==> src/rtl/vsfm_defs.svh <==
// constants of the video sample frame multiplexer
`ifndef VSFM_DEFS_SVH
`define VSFM_DEFS_SVH
`define VSFM_CLK_MHZ       8'd100
`define VSFM_RATE_FULL     8'd28
`define VSFM_RATE_HALF     8'd14
`define VSFM_PRE_US        2000
`define VSFM_SAMPLES       2048
`define VSFM_SYNC_W        56
`define VSFM_SYNC_PAT      44'hfa5_c3e9_1b7d
`define VSFM_ID_W          12
`define VSFM_VIS_W         6
`define VSFM_IR_W          8
`define VSFM_WORD_FIRST    4'd1
`define VSFM_WORD_LAST     4'd10
`define VSFM_WORD_IR_A     4'd5
`define VSFM_WORD_CUT_LO   4'd6
`define VSFM_WORD_CUT_HI   4'd9
`define VSFM_WORDS_FULL    5'd10
`define VSFM_WORDS_HALF    5'd6
`define VSFM_FIFO_DEPTH    8
`endif

==> src/rtl/vsfm_pkg.sv <==
// types of the video sample frame multiplexer
package vsfm_pkg;
    typedef enum logic {VSFM_MODE_FULL, VSFM_MODE_HALF} vsfm_mode_e;
    typedef enum logic [1:0] {F_IDLE, F_PRE, F_SYNC, F_VIDEO} vsfm_fst_e;
    typedef enum logic [1:0] {P_IDLE, P_REQ, P_WAIT, P_PUSH} vsfm_pst_e;
    // one converted sample: ir flag and left-aligned code
    typedef struct packed {
        logic       ir;
        logic [7:0] code;
    } vsfm_word_s;
    // codes offered by both converter pairs
    typedef struct packed {
        logic [5:0] vis_a;
        logic [5:0] vis_b;
        logic [7:0] ir_a;
        logic [7:0] ir_b;
    } vsfm_codes_s;
    // conversion request to the analog front end
    typedef struct packed {
        logic       go;
        logic       unit;
        logic       ir;
        logic [2:0] ch;
    } vsfm_req_s;
    // quadriphase symbol
    typedef struct packed {
        logic stb;
        logic i;
        logic q;
    } vsfm_sym_s;
endpackage

==> src/rtl/vsfm_top.sv <==
// sample sequencer, word buffer, frame serializer and diff encoder
// Function
// - sample ten channels in turn, serialize
// - differentially encode output for quadriphase
// - one of two commanded modes
// - 2 ms alternating preamble per frame
// - 56-bit sync and line id follow
// - capture 12-bit line id once per scan
// - visual 6-bit, infrared 8-bit words
// - half mode drops words six to nine
// - half mode: four paired visuals, two infrared
// - 28 Mb/s full, 14 Mb/s half
// - only selected redundant converter feeds stream
// - half mode holds odd visual group
`timescale 1ns/10ps
`include "vsfm_defs.svh"

module vsfm_fifo #(
    parameter int W = 9,
    parameter int D = 8
) (
    // clock and reset
    input  wire logic         clk,
    input  wire logic         arst_n,
    // filling side
    input  wire logic         in_valid,
    output logic              in_ready,
    input  wire logic [W-1:0] in_data,
    // draining side
    output logic              out_valid,
    input  wire logic         out_ready,
    output logic [W-1:0]      out_data
);
    localparam int AW = $clog2(D);
    logic [W-1:0] mem_r [D];    // flip-flop storage
    logic [AW-1:0] wp_r;        // write index
    logic [AW-1:0] rp_r;        // read index
    logic [AW:0]   cnt_r;       // fill level
    logic          push;
    logic          pop;

    // room while the level is below the depth, empty included
    assign in_ready  = (cnt_r < (AW+1)'(D));
    assign out_valid = (cnt_r != '0);
    assign out_data  = mem_r[rp_r];
    assign push      = in_valid & in_ready;
    assign pop       = out_valid & out_ready;

    // storage write, no reset needed for data
    always_ff @(posedge clk) begin
        if (push) begin
            mem_r[wp_r] <= in_data;
        end
    end

    // pointers and level
    always_ff @(posedge clk or negedge arst_n) begin
        if (!arst_n) begin
            wp_r  <= '0;
            rp_r  <= '0;
            cnt_r <= '0;
        end else begin
            if (push) begin
                wp_r <= (wp_r == AW'(D - 1)) ? '0 : wp_r + 1'b1;
            end
            if (pop) begin
                rp_r <= (rp_r == AW'(D - 1)) ? '0 : rp_r + 1'b1;
            end
            cnt_r <= cnt_r + (AW+1)'(push) - (AW+1)'(pop);
        end
    end
endmodule // vsfm_fifo

module vsfm_top
    import vsfm_pkg::*;
#(
    parameter int unsigned PREAMBLE_US      = `VSFM_PRE_US,
    parameter int unsigned SAMPLES_PER_LINE = `VSFM_SAMPLES
) (
    // clock and reset
    input  wire logic        clk,
    input  wire logic        arst_n,
    // ground command and redundancy selects
    input  wire logic        mode_cmd,
    input  wire logic        vis_unit_sel,
    input  wire logic        ir_unit_sel,
    // scan instrument
    input  wire logic        line_start,
    input  wire logic [11:0] line_id,
    // converters
    input  wire logic        conv_done,
    input  vsfm_codes_s      conv_codes,
    output vsfm_req_s        conv_req,
    output logic             pair_sum_en,
    output logic             grp_even,
    // status
    output logic             mode_act,
    output logic             frame_busy,
    output logic             underrun,
    // serial stream and modulator symbols
    output logic             ser_bit,
    output logic             bit_stb,
    output vsfm_sym_s        sym
);
    // word index to channel: 1-4 odd visual, 5 ir a,
    // 6-9 even visual, 10 ir b
    function automatic logic [3:0] word_map(input logic [3:0] w);
        logic [3:0] r;
        r = 4'h0;
        if (w == `VSFM_WORD_IR_A) begin
            r = 4'h8;
        end else if (w == `VSFM_WORD_LAST) begin
            r = 4'h9;
        end else if (w < `VSFM_WORD_IR_A) begin
            r = {1'b0, 3'((w - 4'h1) << 1)};
        end else begin
            r = {1'b0, 3'(((w - 4'h6) << 1) + 4'h1)};
        end
        return r;
    endfunction

    // next word index, skipping the cut range in half mode
    function automatic logic [3:0] next_word(input logic [3:0] w,
                                             input vsfm_mode_e m);
        logic [3:0] n;
        n = (w == `VSFM_WORD_LAST) ? `VSFM_WORD_FIRST : w + 4'h1;
        if (m == VSFM_MODE_HALF && n == `VSFM_WORD_CUT_LO) begin
            n = `VSFM_WORD_CUT_HI + 4'h1;
        end
        return n;
    endfunction

    // per-mode bit rate in Mb/s
    function automatic logic [7:0] mode_rate(input vsfm_mode_e m);
        return (m == VSFM_MODE_HALF) ? `VSFM_RATE_HALF : `VSFM_RATE_FULL;
    endfunction

    localparam int unsigned PRE_FULL = PREAMBLE_US * 28;
    localparam int unsigned PRE_HALF = PREAMBLE_US * 14;

    vsfm_mode_e    mode_r;      // mode of the running frame
    vsfm_fst_e     fst_r;       // frame serializer state
    vsfm_pst_e     pst_r;       // sample sequencer state
    logic [11:0]   id_r;        // captured line id
    logic [7:0]    acc_r;       // fractional rate accumulator
    logic          tick;        // one-cycle bit enable
    logic [8:0]    acc_sum;
    logic          start_p;     // frame start event
    logic [3:0]    widx_r;      // current word number
    logic [15:0]   samp_r;      // sample sets produced
    vsfm_word_s    word_r;      // converted word awaiting push
    vsfm_word_s    fifo_q;      // word at buffer head
    logic          fifo_rdy;
    logic          fifo_vld;
    logic          fifo_pop;
    logic [55:0]   sh_r;        // output shift register
    logic [16:0]   left_r;      // bits left in current field
    logic [19:0]   sent_r;      // video words taken
    logic [19:0]   total;
    logic          alt_r;       // preamble phase
    logic          half_r;      // first bit of dibit held
    logic          first_r;
    logic [1:0]    phase_r;     // carrier phase accumulator
    logic [1:0]    dbin;
    logic [1:0]    ph_nxt;
    logic [3:0]    wch;         // channel of the current word

    // decoded once, a function result cannot be bit-selected
    assign wch = word_map(widx_r);

    assign start_p     = (fst_r == F_IDLE) & line_start;
    assign mode_act    = mode_r;
    assign pair_sum_en = (mode_r == VSFM_MODE_HALF);
    assign frame_busy  = (fst_r != F_IDLE);
    assign total = 20'(SAMPLES_PER_LINE) *
                   ((mode_r == VSFM_MODE_HALF) ? 20'(`VSFM_WORDS_HALF)
                                               : 20'(`VSFM_WORDS_FULL));

    // latch mode only when a frame begins
    always_ff @(posedge clk or negedge arst_n) begin
        if (!arst_n) begin
            mode_r <= VSFM_MODE_FULL;
        end else if (start_p) begin
            mode_r <= vsfm_mode_e'(mode_cmd);
        end
    end

    always_ff @(posedge clk or negedge arst_n) begin
        if (!arst_n) begin
            id_r <= '0;
        end else if (start_p) begin
            id_r <= line_id;
        end
    end

    // bit enable: add rate, wrap at clock MHz
    assign acc_sum = {1'b0, acc_r} + {1'b0, mode_rate(mode_r)};
    assign tick    = frame_busy & (acc_sum >= {1'b0, `VSFM_CLK_MHZ});
    always_ff @(posedge clk or negedge arst_n) begin
        if (!arst_n) begin
            acc_r <= '0;
        end else if (!frame_busy) begin
            acc_r <= '0;
        end else if (tick) begin
            acc_r <= 8'(acc_sum - {1'b0, `VSFM_CLK_MHZ});
        end else begin
            acc_r <= acc_sum[7:0];
        end
    end

    // sequencer: request, wait, push one word at a time
    always_ff @(posedge clk or negedge arst_n) begin
        if (!arst_n) begin
            pst_r    <= P_IDLE;
            widx_r   <= `VSFM_WORD_FIRST;
            samp_r   <= '0;
            conv_req <= '0;
            word_r   <= '0;
            grp_even <= 1'b0;
        end else begin
            conv_req.go <= 1'b0;
            case (pst_r)
                P_IDLE: begin
                    if (start_p) begin
                        widx_r <= `VSFM_WORD_FIRST;
                        samp_r <= '0;
                        pst_r  <= P_REQ;
                    end
                end
                P_REQ: begin
                    conv_req.go <= 1'b1;
                    conv_req.ir <= wch[3];
                    conv_req.ch <= wch[2:0];
                    conv_req.unit <= wch[3] ? ir_unit_sel : vis_unit_sel;
                    // even group only reached in full mode
                    if (!wch[3]) begin
                        grp_even <= wch[0];
                    end
                    pst_r <= P_WAIT;
                end
                P_WAIT: begin
                    if (conv_done) begin
                        word_r.ir <= conv_req.ir;
                        if (conv_req.ir) begin
                            word_r.code <= conv_req.unit ? conv_codes.ir_b
                                                         : conv_codes.ir_a;
                        end else begin
                            word_r.code <= {conv_req.unit ?
                                conv_codes.vis_b : conv_codes.vis_a, 2'b00};
                        end
                        pst_r <= P_PUSH;
                    end
                end
                P_PUSH: begin
                    // stalls here while the buffer is full
                    if (fifo_rdy) begin
                        widx_r <= next_word(widx_r, mode_r);
                        if (widx_r == `VSFM_WORD_LAST) begin
                            samp_r <= samp_r + 16'h1;
                        end
                        if (widx_r == `VSFM_WORD_LAST &&
                            samp_r == 16'(SAMPLES_PER_LINE - 1)) begin
                            pst_r <= P_IDLE;
                        end else begin
                            pst_r <= P_REQ;
                        end
                    end
                end
                default: pst_r <= P_IDLE;
            endcase
        end
    end

    // word buffer between converters and serializer
    vsfm_fifo #(
        .W ($bits(vsfm_word_s)),
        .D (`VSFM_FIFO_DEPTH)
    ) u_fifo (
        .clk       (clk),
        .arst_n    (arst_n),
        .in_valid  (pst_r == P_PUSH),
        .in_ready  (fifo_rdy),
        .in_data   (word_r),
        .out_valid (fifo_vld),
        .out_ready (fifo_pop),
        .out_data  (fifo_q)
    );

    assign fifo_pop = (fst_r == F_VIDEO) & tick & (left_r == '0) &
                      (sent_r != total);

    // frame serializer, msb first
    always_ff @(posedge clk or negedge arst_n) begin
        if (!arst_n) begin
            fst_r    <= F_IDLE;
            sh_r     <= '0;
            left_r   <= '0;
            sent_r   <= '0;
            alt_r    <= 1'b0;
            ser_bit  <= 1'b0;
            bit_stb  <= 1'b0;
            underrun <= 1'b0;
        end else begin
            bit_stb <= tick;
            case (fst_r)
                F_IDLE: begin
                    if (start_p) begin
                        // preamble length from mode bit rate
                        left_r <= 17'(mode_cmd ? PRE_HALF : PRE_FULL);
                        alt_r    <= 1'b1;
                        sent_r   <= '0;
                        underrun <= 1'b0;
                        fst_r    <= F_PRE;
                    end
                end
                F_PRE: begin
                    if (tick) begin
                        ser_bit <= alt_r;
                        alt_r   <= ~alt_r;
                        left_r  <= left_r - 17'h1;
                        if (left_r == 17'h1) begin
                            sh_r   <= {`VSFM_SYNC_PAT, id_r};
                            left_r <= 17'(`VSFM_SYNC_W);
                            fst_r  <= F_SYNC;
                        end
                    end
                end
                F_SYNC: begin
                    if (tick) begin
                        ser_bit <= sh_r[55];
                        sh_r    <= {sh_r[54:0], 1'b0};
                        left_r  <= left_r - 17'h1;
                        if (left_r == 17'h1) begin
                            fst_r <= F_VIDEO;
                        end
                    end
                end
                F_VIDEO: begin
                    if (tick && left_r != '0) begin
                        ser_bit <= sh_r[55];
                        sh_r    <= {sh_r[54:0], 1'b0};
                        left_r  <= left_r - 17'h1;
                        if (left_r == 17'h1 && sent_r == total) begin
                            fst_r <= F_IDLE;
                        end
                    end else if (fifo_pop && fifo_vld) begin
                        // eight ir bits or six visual bits
                        ser_bit <= fifo_q.code[7];
                        sh_r    <= {fifo_q.code[6:0], 49'h0};
                        left_r  <= fifo_q.ir ? 17'h7 : 17'h5;
                        sent_r  <= sent_r + 20'h1;
                    end else if (fifo_pop) begin
                        // starved: send a zero and flag it
                        ser_bit  <= 1'b0;
                        underrun <= 1'b1;
                    end
                end
                default: fst_r <= F_IDLE;
            endcase
        end
    end

    // quaternary differential encoding of bit pairs
    assign dbin   = {first_r, first_r ^ ser_bit};
    assign ph_nxt = phase_r + dbin;
    always_ff @(posedge clk or negedge arst_n) begin
        if (!arst_n) begin
            half_r  <= 1'b0;
            first_r <= 1'b0;
            phase_r <= '0;
            sym     <= '0;
        end else begin
            sym.stb <= 1'b0;
            if (start_p) begin
                // dibits align to the frame
                half_r <= 1'b0;
            end else if (bit_stb) begin
                half_r <= ~half_r;
                if (!half_r) begin
                    first_r <= ser_bit;
                end else begin
                    // gray dibit adds to phase, phase sent gray
                    phase_r <= ph_nxt;
                    sym.stb <= 1'b1;
                    sym.i   <= ph_nxt[1];
                    sym.q   <= ph_nxt[1] ^ ph_nxt[0];
                end
            end
        end
    end
endmodule // vsfm_top

==> config.mk <==
export PLATFORM = sky130hd
export DESIGN_NAME = vsfm_top
export DESIGN_NICKNAME = d
export VERILOG_FILES = /design/src/rtl/vsfm_pkg.sv /design/src/rtl/vsfm_top.sv
export VERILOG_INCLUDE_DIRS = /design/src /design/src/rtl
export SDC_FILE = /design/constraint.sdc
export NUM_CORES = 1
export LEC_CHECK = 0
export ABC_AREA = 0
export BUFFER_PORTS_ARGS = -buffer_cell sky130_fd_sc_hd__buf_4
export CAP_MARGIN = 20
export CORE_MARGIN = 2
export CORE_UTILIZATION = 55
export DETAILED_ROUTE_END_ITERATION = 8
export GPL_TIMING_DRIVEN = 0
export PLACE_DENSITY = 0.87
export SLEW_MARGIN = 30
export SYNTH_ARGS = -nofsm -noshare
export SYNTH_HDL_FRONTEND = slang
export SYNTH_SLANG_ARGS = --single-unit
==> constraint.sdc <==
create_clock -name clk -period 3.37 [get_ports clk]
set_input_delay 0.337 -clock clk [delete_from_list [all_inputs] [get_ports clk]]
set_output_delay 0.337 -clock clk [all_outputs]
set_load 0.01 [all_outputs]
==> run summary <==
Starting Density = 55.9%
Crit path largest cell delay = 0.45 ns
Critical Path RT = 3.77 ns
Crit path capture type = flip-flop
Chip Height = 153 um
Startpoint Class = flip-flop
Final setup margin = 0.0836 ns
Largest cells by area after synthesis = dfrtp_1 (35%), edfxtp_1 (18%), mux2_2 (4.7%)
Async SR Flop Fraction = 70.6%
Global-route wire length before repair = 42700 um
Vias in the first global route = 8654
Post-synth top area cell = dfrtp_1
Design area = 14100 um^2
Hold/Removal Path Class = in2reg
Most common cell in the synthesized netlist = dfrtp_1
Syn. warnings = 0
Sequential area share after synthesis = 53.4%
Syn_nets = 1116
H-tree levels = 1
Final setup fails = 0
Leakage = 6.23 nW
Nets = 1214
CP max FO = 10
Final Cycle Share = 97.5%
Placed cells = 1377
Layout cells sized above 1 = 22.5%
# DRC = 0
Outcome = finished, final reports clean
Synthesized area = 12200 um^2
Endpoints failing hold = 0
Placer congestion estimate = 0.906
Slew headroom = 35.1%
Syn-to-layout area delta = 15.7%
Period minus WS final = 3.29 ns
Post-Layout Cell Count = 1429
Pre-CTS worst setup slack = -0.560 ns
Netlist cell types = 84
Die area = 23300 um^2
Worst-Skew Late Latency = 0.53 ns
Gr usage total = 22.3%
Maxcap violations = 0
Post-synth top cells = dfrtp_1 (172), nand2_1 (83), inv_1 (73), edfxtp_1 (72), a21oi_1 (68)
TritonCTS clock tree = yes
WL final = 26300 um
Clock buffer depth = 3
Cells after synthesis = 1033
Worst path arrival time = 3.69 ns
Post-synth top area share = 35.4%
WS Path Type = reg2reg
# diodes = 0
Seq cells post-synth = 245
GR Overflow Total = 0
Die Span X = 153 um
I/O pin total = 63
Core Box Area = 21800 um^2
Total number of vias = 8626
Initial antenna violation count = 0
Avg Cell Area, Syn = 11.8 um^2
Worst Tran Pin Value = 0.969 ns
Sequence of cells on the critical path = ha_4 > inv_2 > ha_4 > xnor2_4 > ha_1 > nand2b_1 > a41oi_2 > a31oi_4 > inv_2 > buf_6 > and2_4 > ha_1 > inv_1 > ha_2 > fa_2 > xor2_1
RSZ-0062 raised after global routing = yes
Worst Clk Skew = 0.0125 ns
Pre-antenna DRT Iters = 6
Total power = 7.81 mW
Clock Sinks = 245
Max Slew Vio Count = 0
Post-DP HPWL = 17500 um
Worst path slowest cell = dfrtp_2
Drt wl/cell = 18.4 um
Rows = 54
Root buf cell = clkbuf_16
Iter 0 DRT Violations = 874
Pwr Density = 555 nW/um^2
Routed vias/inst = 6.04
Worst-path clk slew = 0.06 ns
Maximum VDD drop = 0.000468 V
Largest net degree at the start of global routing = 75
Post-DP Area = 13000 um^2
IO Port Bufs = 62
Post-DRT Antenna Nets = 0
Max Fclk = 304 MHz
Total CTS buffers = 25
Post-synth EDFFs = 72
Dominant synthesized flop cell = dfrtp_1
==> stage by stage <==
step	hold slack [ns]	setup TNS, ns	util, %
4_1_cts	0.0404	0	64.4
5_1_grt	0.0408	-0.0555	64.7
3_5_place_dp	0.251	-1.44	60.0
6_report	0.0488	0	64.7
3_3_place_gp	0.467	-1.10	59.6
2_1_floorplan	0.0414	0	-
==> final timing paths <==
kind,start,end,slack (ns),cells past startpoint
setup / recovery,mode_act,u_fifo.cnt_r[2],0.08,16
hold / removal,line_id[2],id_r[2],0.05,2
setup reg to reg,mode_act,u_fifo.cnt_r[2],0.08,16
hold reg to reg,sym[0],sym[0],0.50,2
max in group asynchronous,arst_n,widx_r[0],2.05,4
min in group asynchronous,arst_n,acc_r[1],0.28,2
==> metal layers <==
| layer | up-vias | routed length [um] | GRT usage (%) |
|---|---|---|---|
| li1 | 3945 | - | - |
| met2 | 334 | 12900 | 37.1 |
| met1 | 4268 | 10600 | 29.3 |
| met3 | 79 | 1900 | 4.21 |
| met5 | - | 0 | 0 |
| met4 | 0 | 883 | 8.25 |
==> cells by family (layout without fill, tap and decap cells) <==
logic type | after synthesis | count (layout) | share of synthesized area [%]
AND/OR/NAND/NOR | 273 | 273 | 11.5
flip-flops | 245 | 245 | 53.4
AO/OA/AOI/OAI | 207 | 207 | 11.9
buffers and inverters | 121 | 237 | 4.29
multiplexers | 118 | 118 | 12.7
adder cells (fa/ha/maj) | 36 | 36 | 3.77
XOR/XNOR | 33 | 33 | 2.50
==> cell usage in the layout (no fill, tap or decap), types with 22 or more instances in the layout <==
master / count
a21oi_1: 67
buf_4: 73
clkbuf_1: 23
clkbuf_16: 26
dfrtp_1: 171
edfxtp_1: 72
ha_1: 31
inv_1: 70
mux2_2: 51
mux2i_1: 43
mux4_2: 24
nand2_1: 83
nand3_1: 22
nor2_1: 57
o21ai_0: 37
==> critical path: cells and delay by family, from the launching register on <==
| family | cells | cell delay (ns) |
|---|---|---|
| XOR/XNOR | 2 | 0.26 |
| AO/OA/AOI/OAI | 2 | 0.44 |
| AND/OR/NAND/NOR | 2 | 0.28 |
| buffers and inverters | 4 | 0.37 |
| flip-flops | 1 | 0.45 |
| adder cells (fa/ha/maj) | 6 | 1.39 |
==> layout make-up <==
class | count | area (um^2)
Timing Repair Buffer | 71 | 583
Inverter | 74 | 278
Clock inverter | 10 | 151
Clock buffer | 35 | 724
Sequential cell | 245 | 6490
Multi-Input combinational cell | 667 | 5240
Fill cell | 1565 | 7690
Tap cell | 280 | 350
Buffer | 47 | 248
==> registers in the layout, indices dropped and copies added (netlist names), 2 cells and up <==
name,cells
u_fifo.rp_r,3
pst_r,2
left_r,17
sh_r,56
u_fifo.mem_r,72
u_fifo.wp_r,3
id_r,12
conv_req,6
samp_r,16
fst_r,2
acc_r,7
sent_r,20
sym,3
u_fifo.cnt_r,4
widx_r,4
word_r,9
==> power breakdown <==
group / switching (mW) / internal [mW] / total (mW)
combinational: 0.674 / 0.522 / 1.20
clock: 1.14 / 1.80 / 2.95
sequential: 0.240 / 3.42 / 3.66
==> repair_timing <==
item                                    4_1_cts  5_1_grt
hold endpoints to repair                     42        0
hold buffers                                  1        0
endpoints found under the setup margin       16        6
buffers inserted                              3        3
pin swaps                                     3        8
gates resized for setup                      11        8
Note: power is estimated with default switching activity, not from simulation.
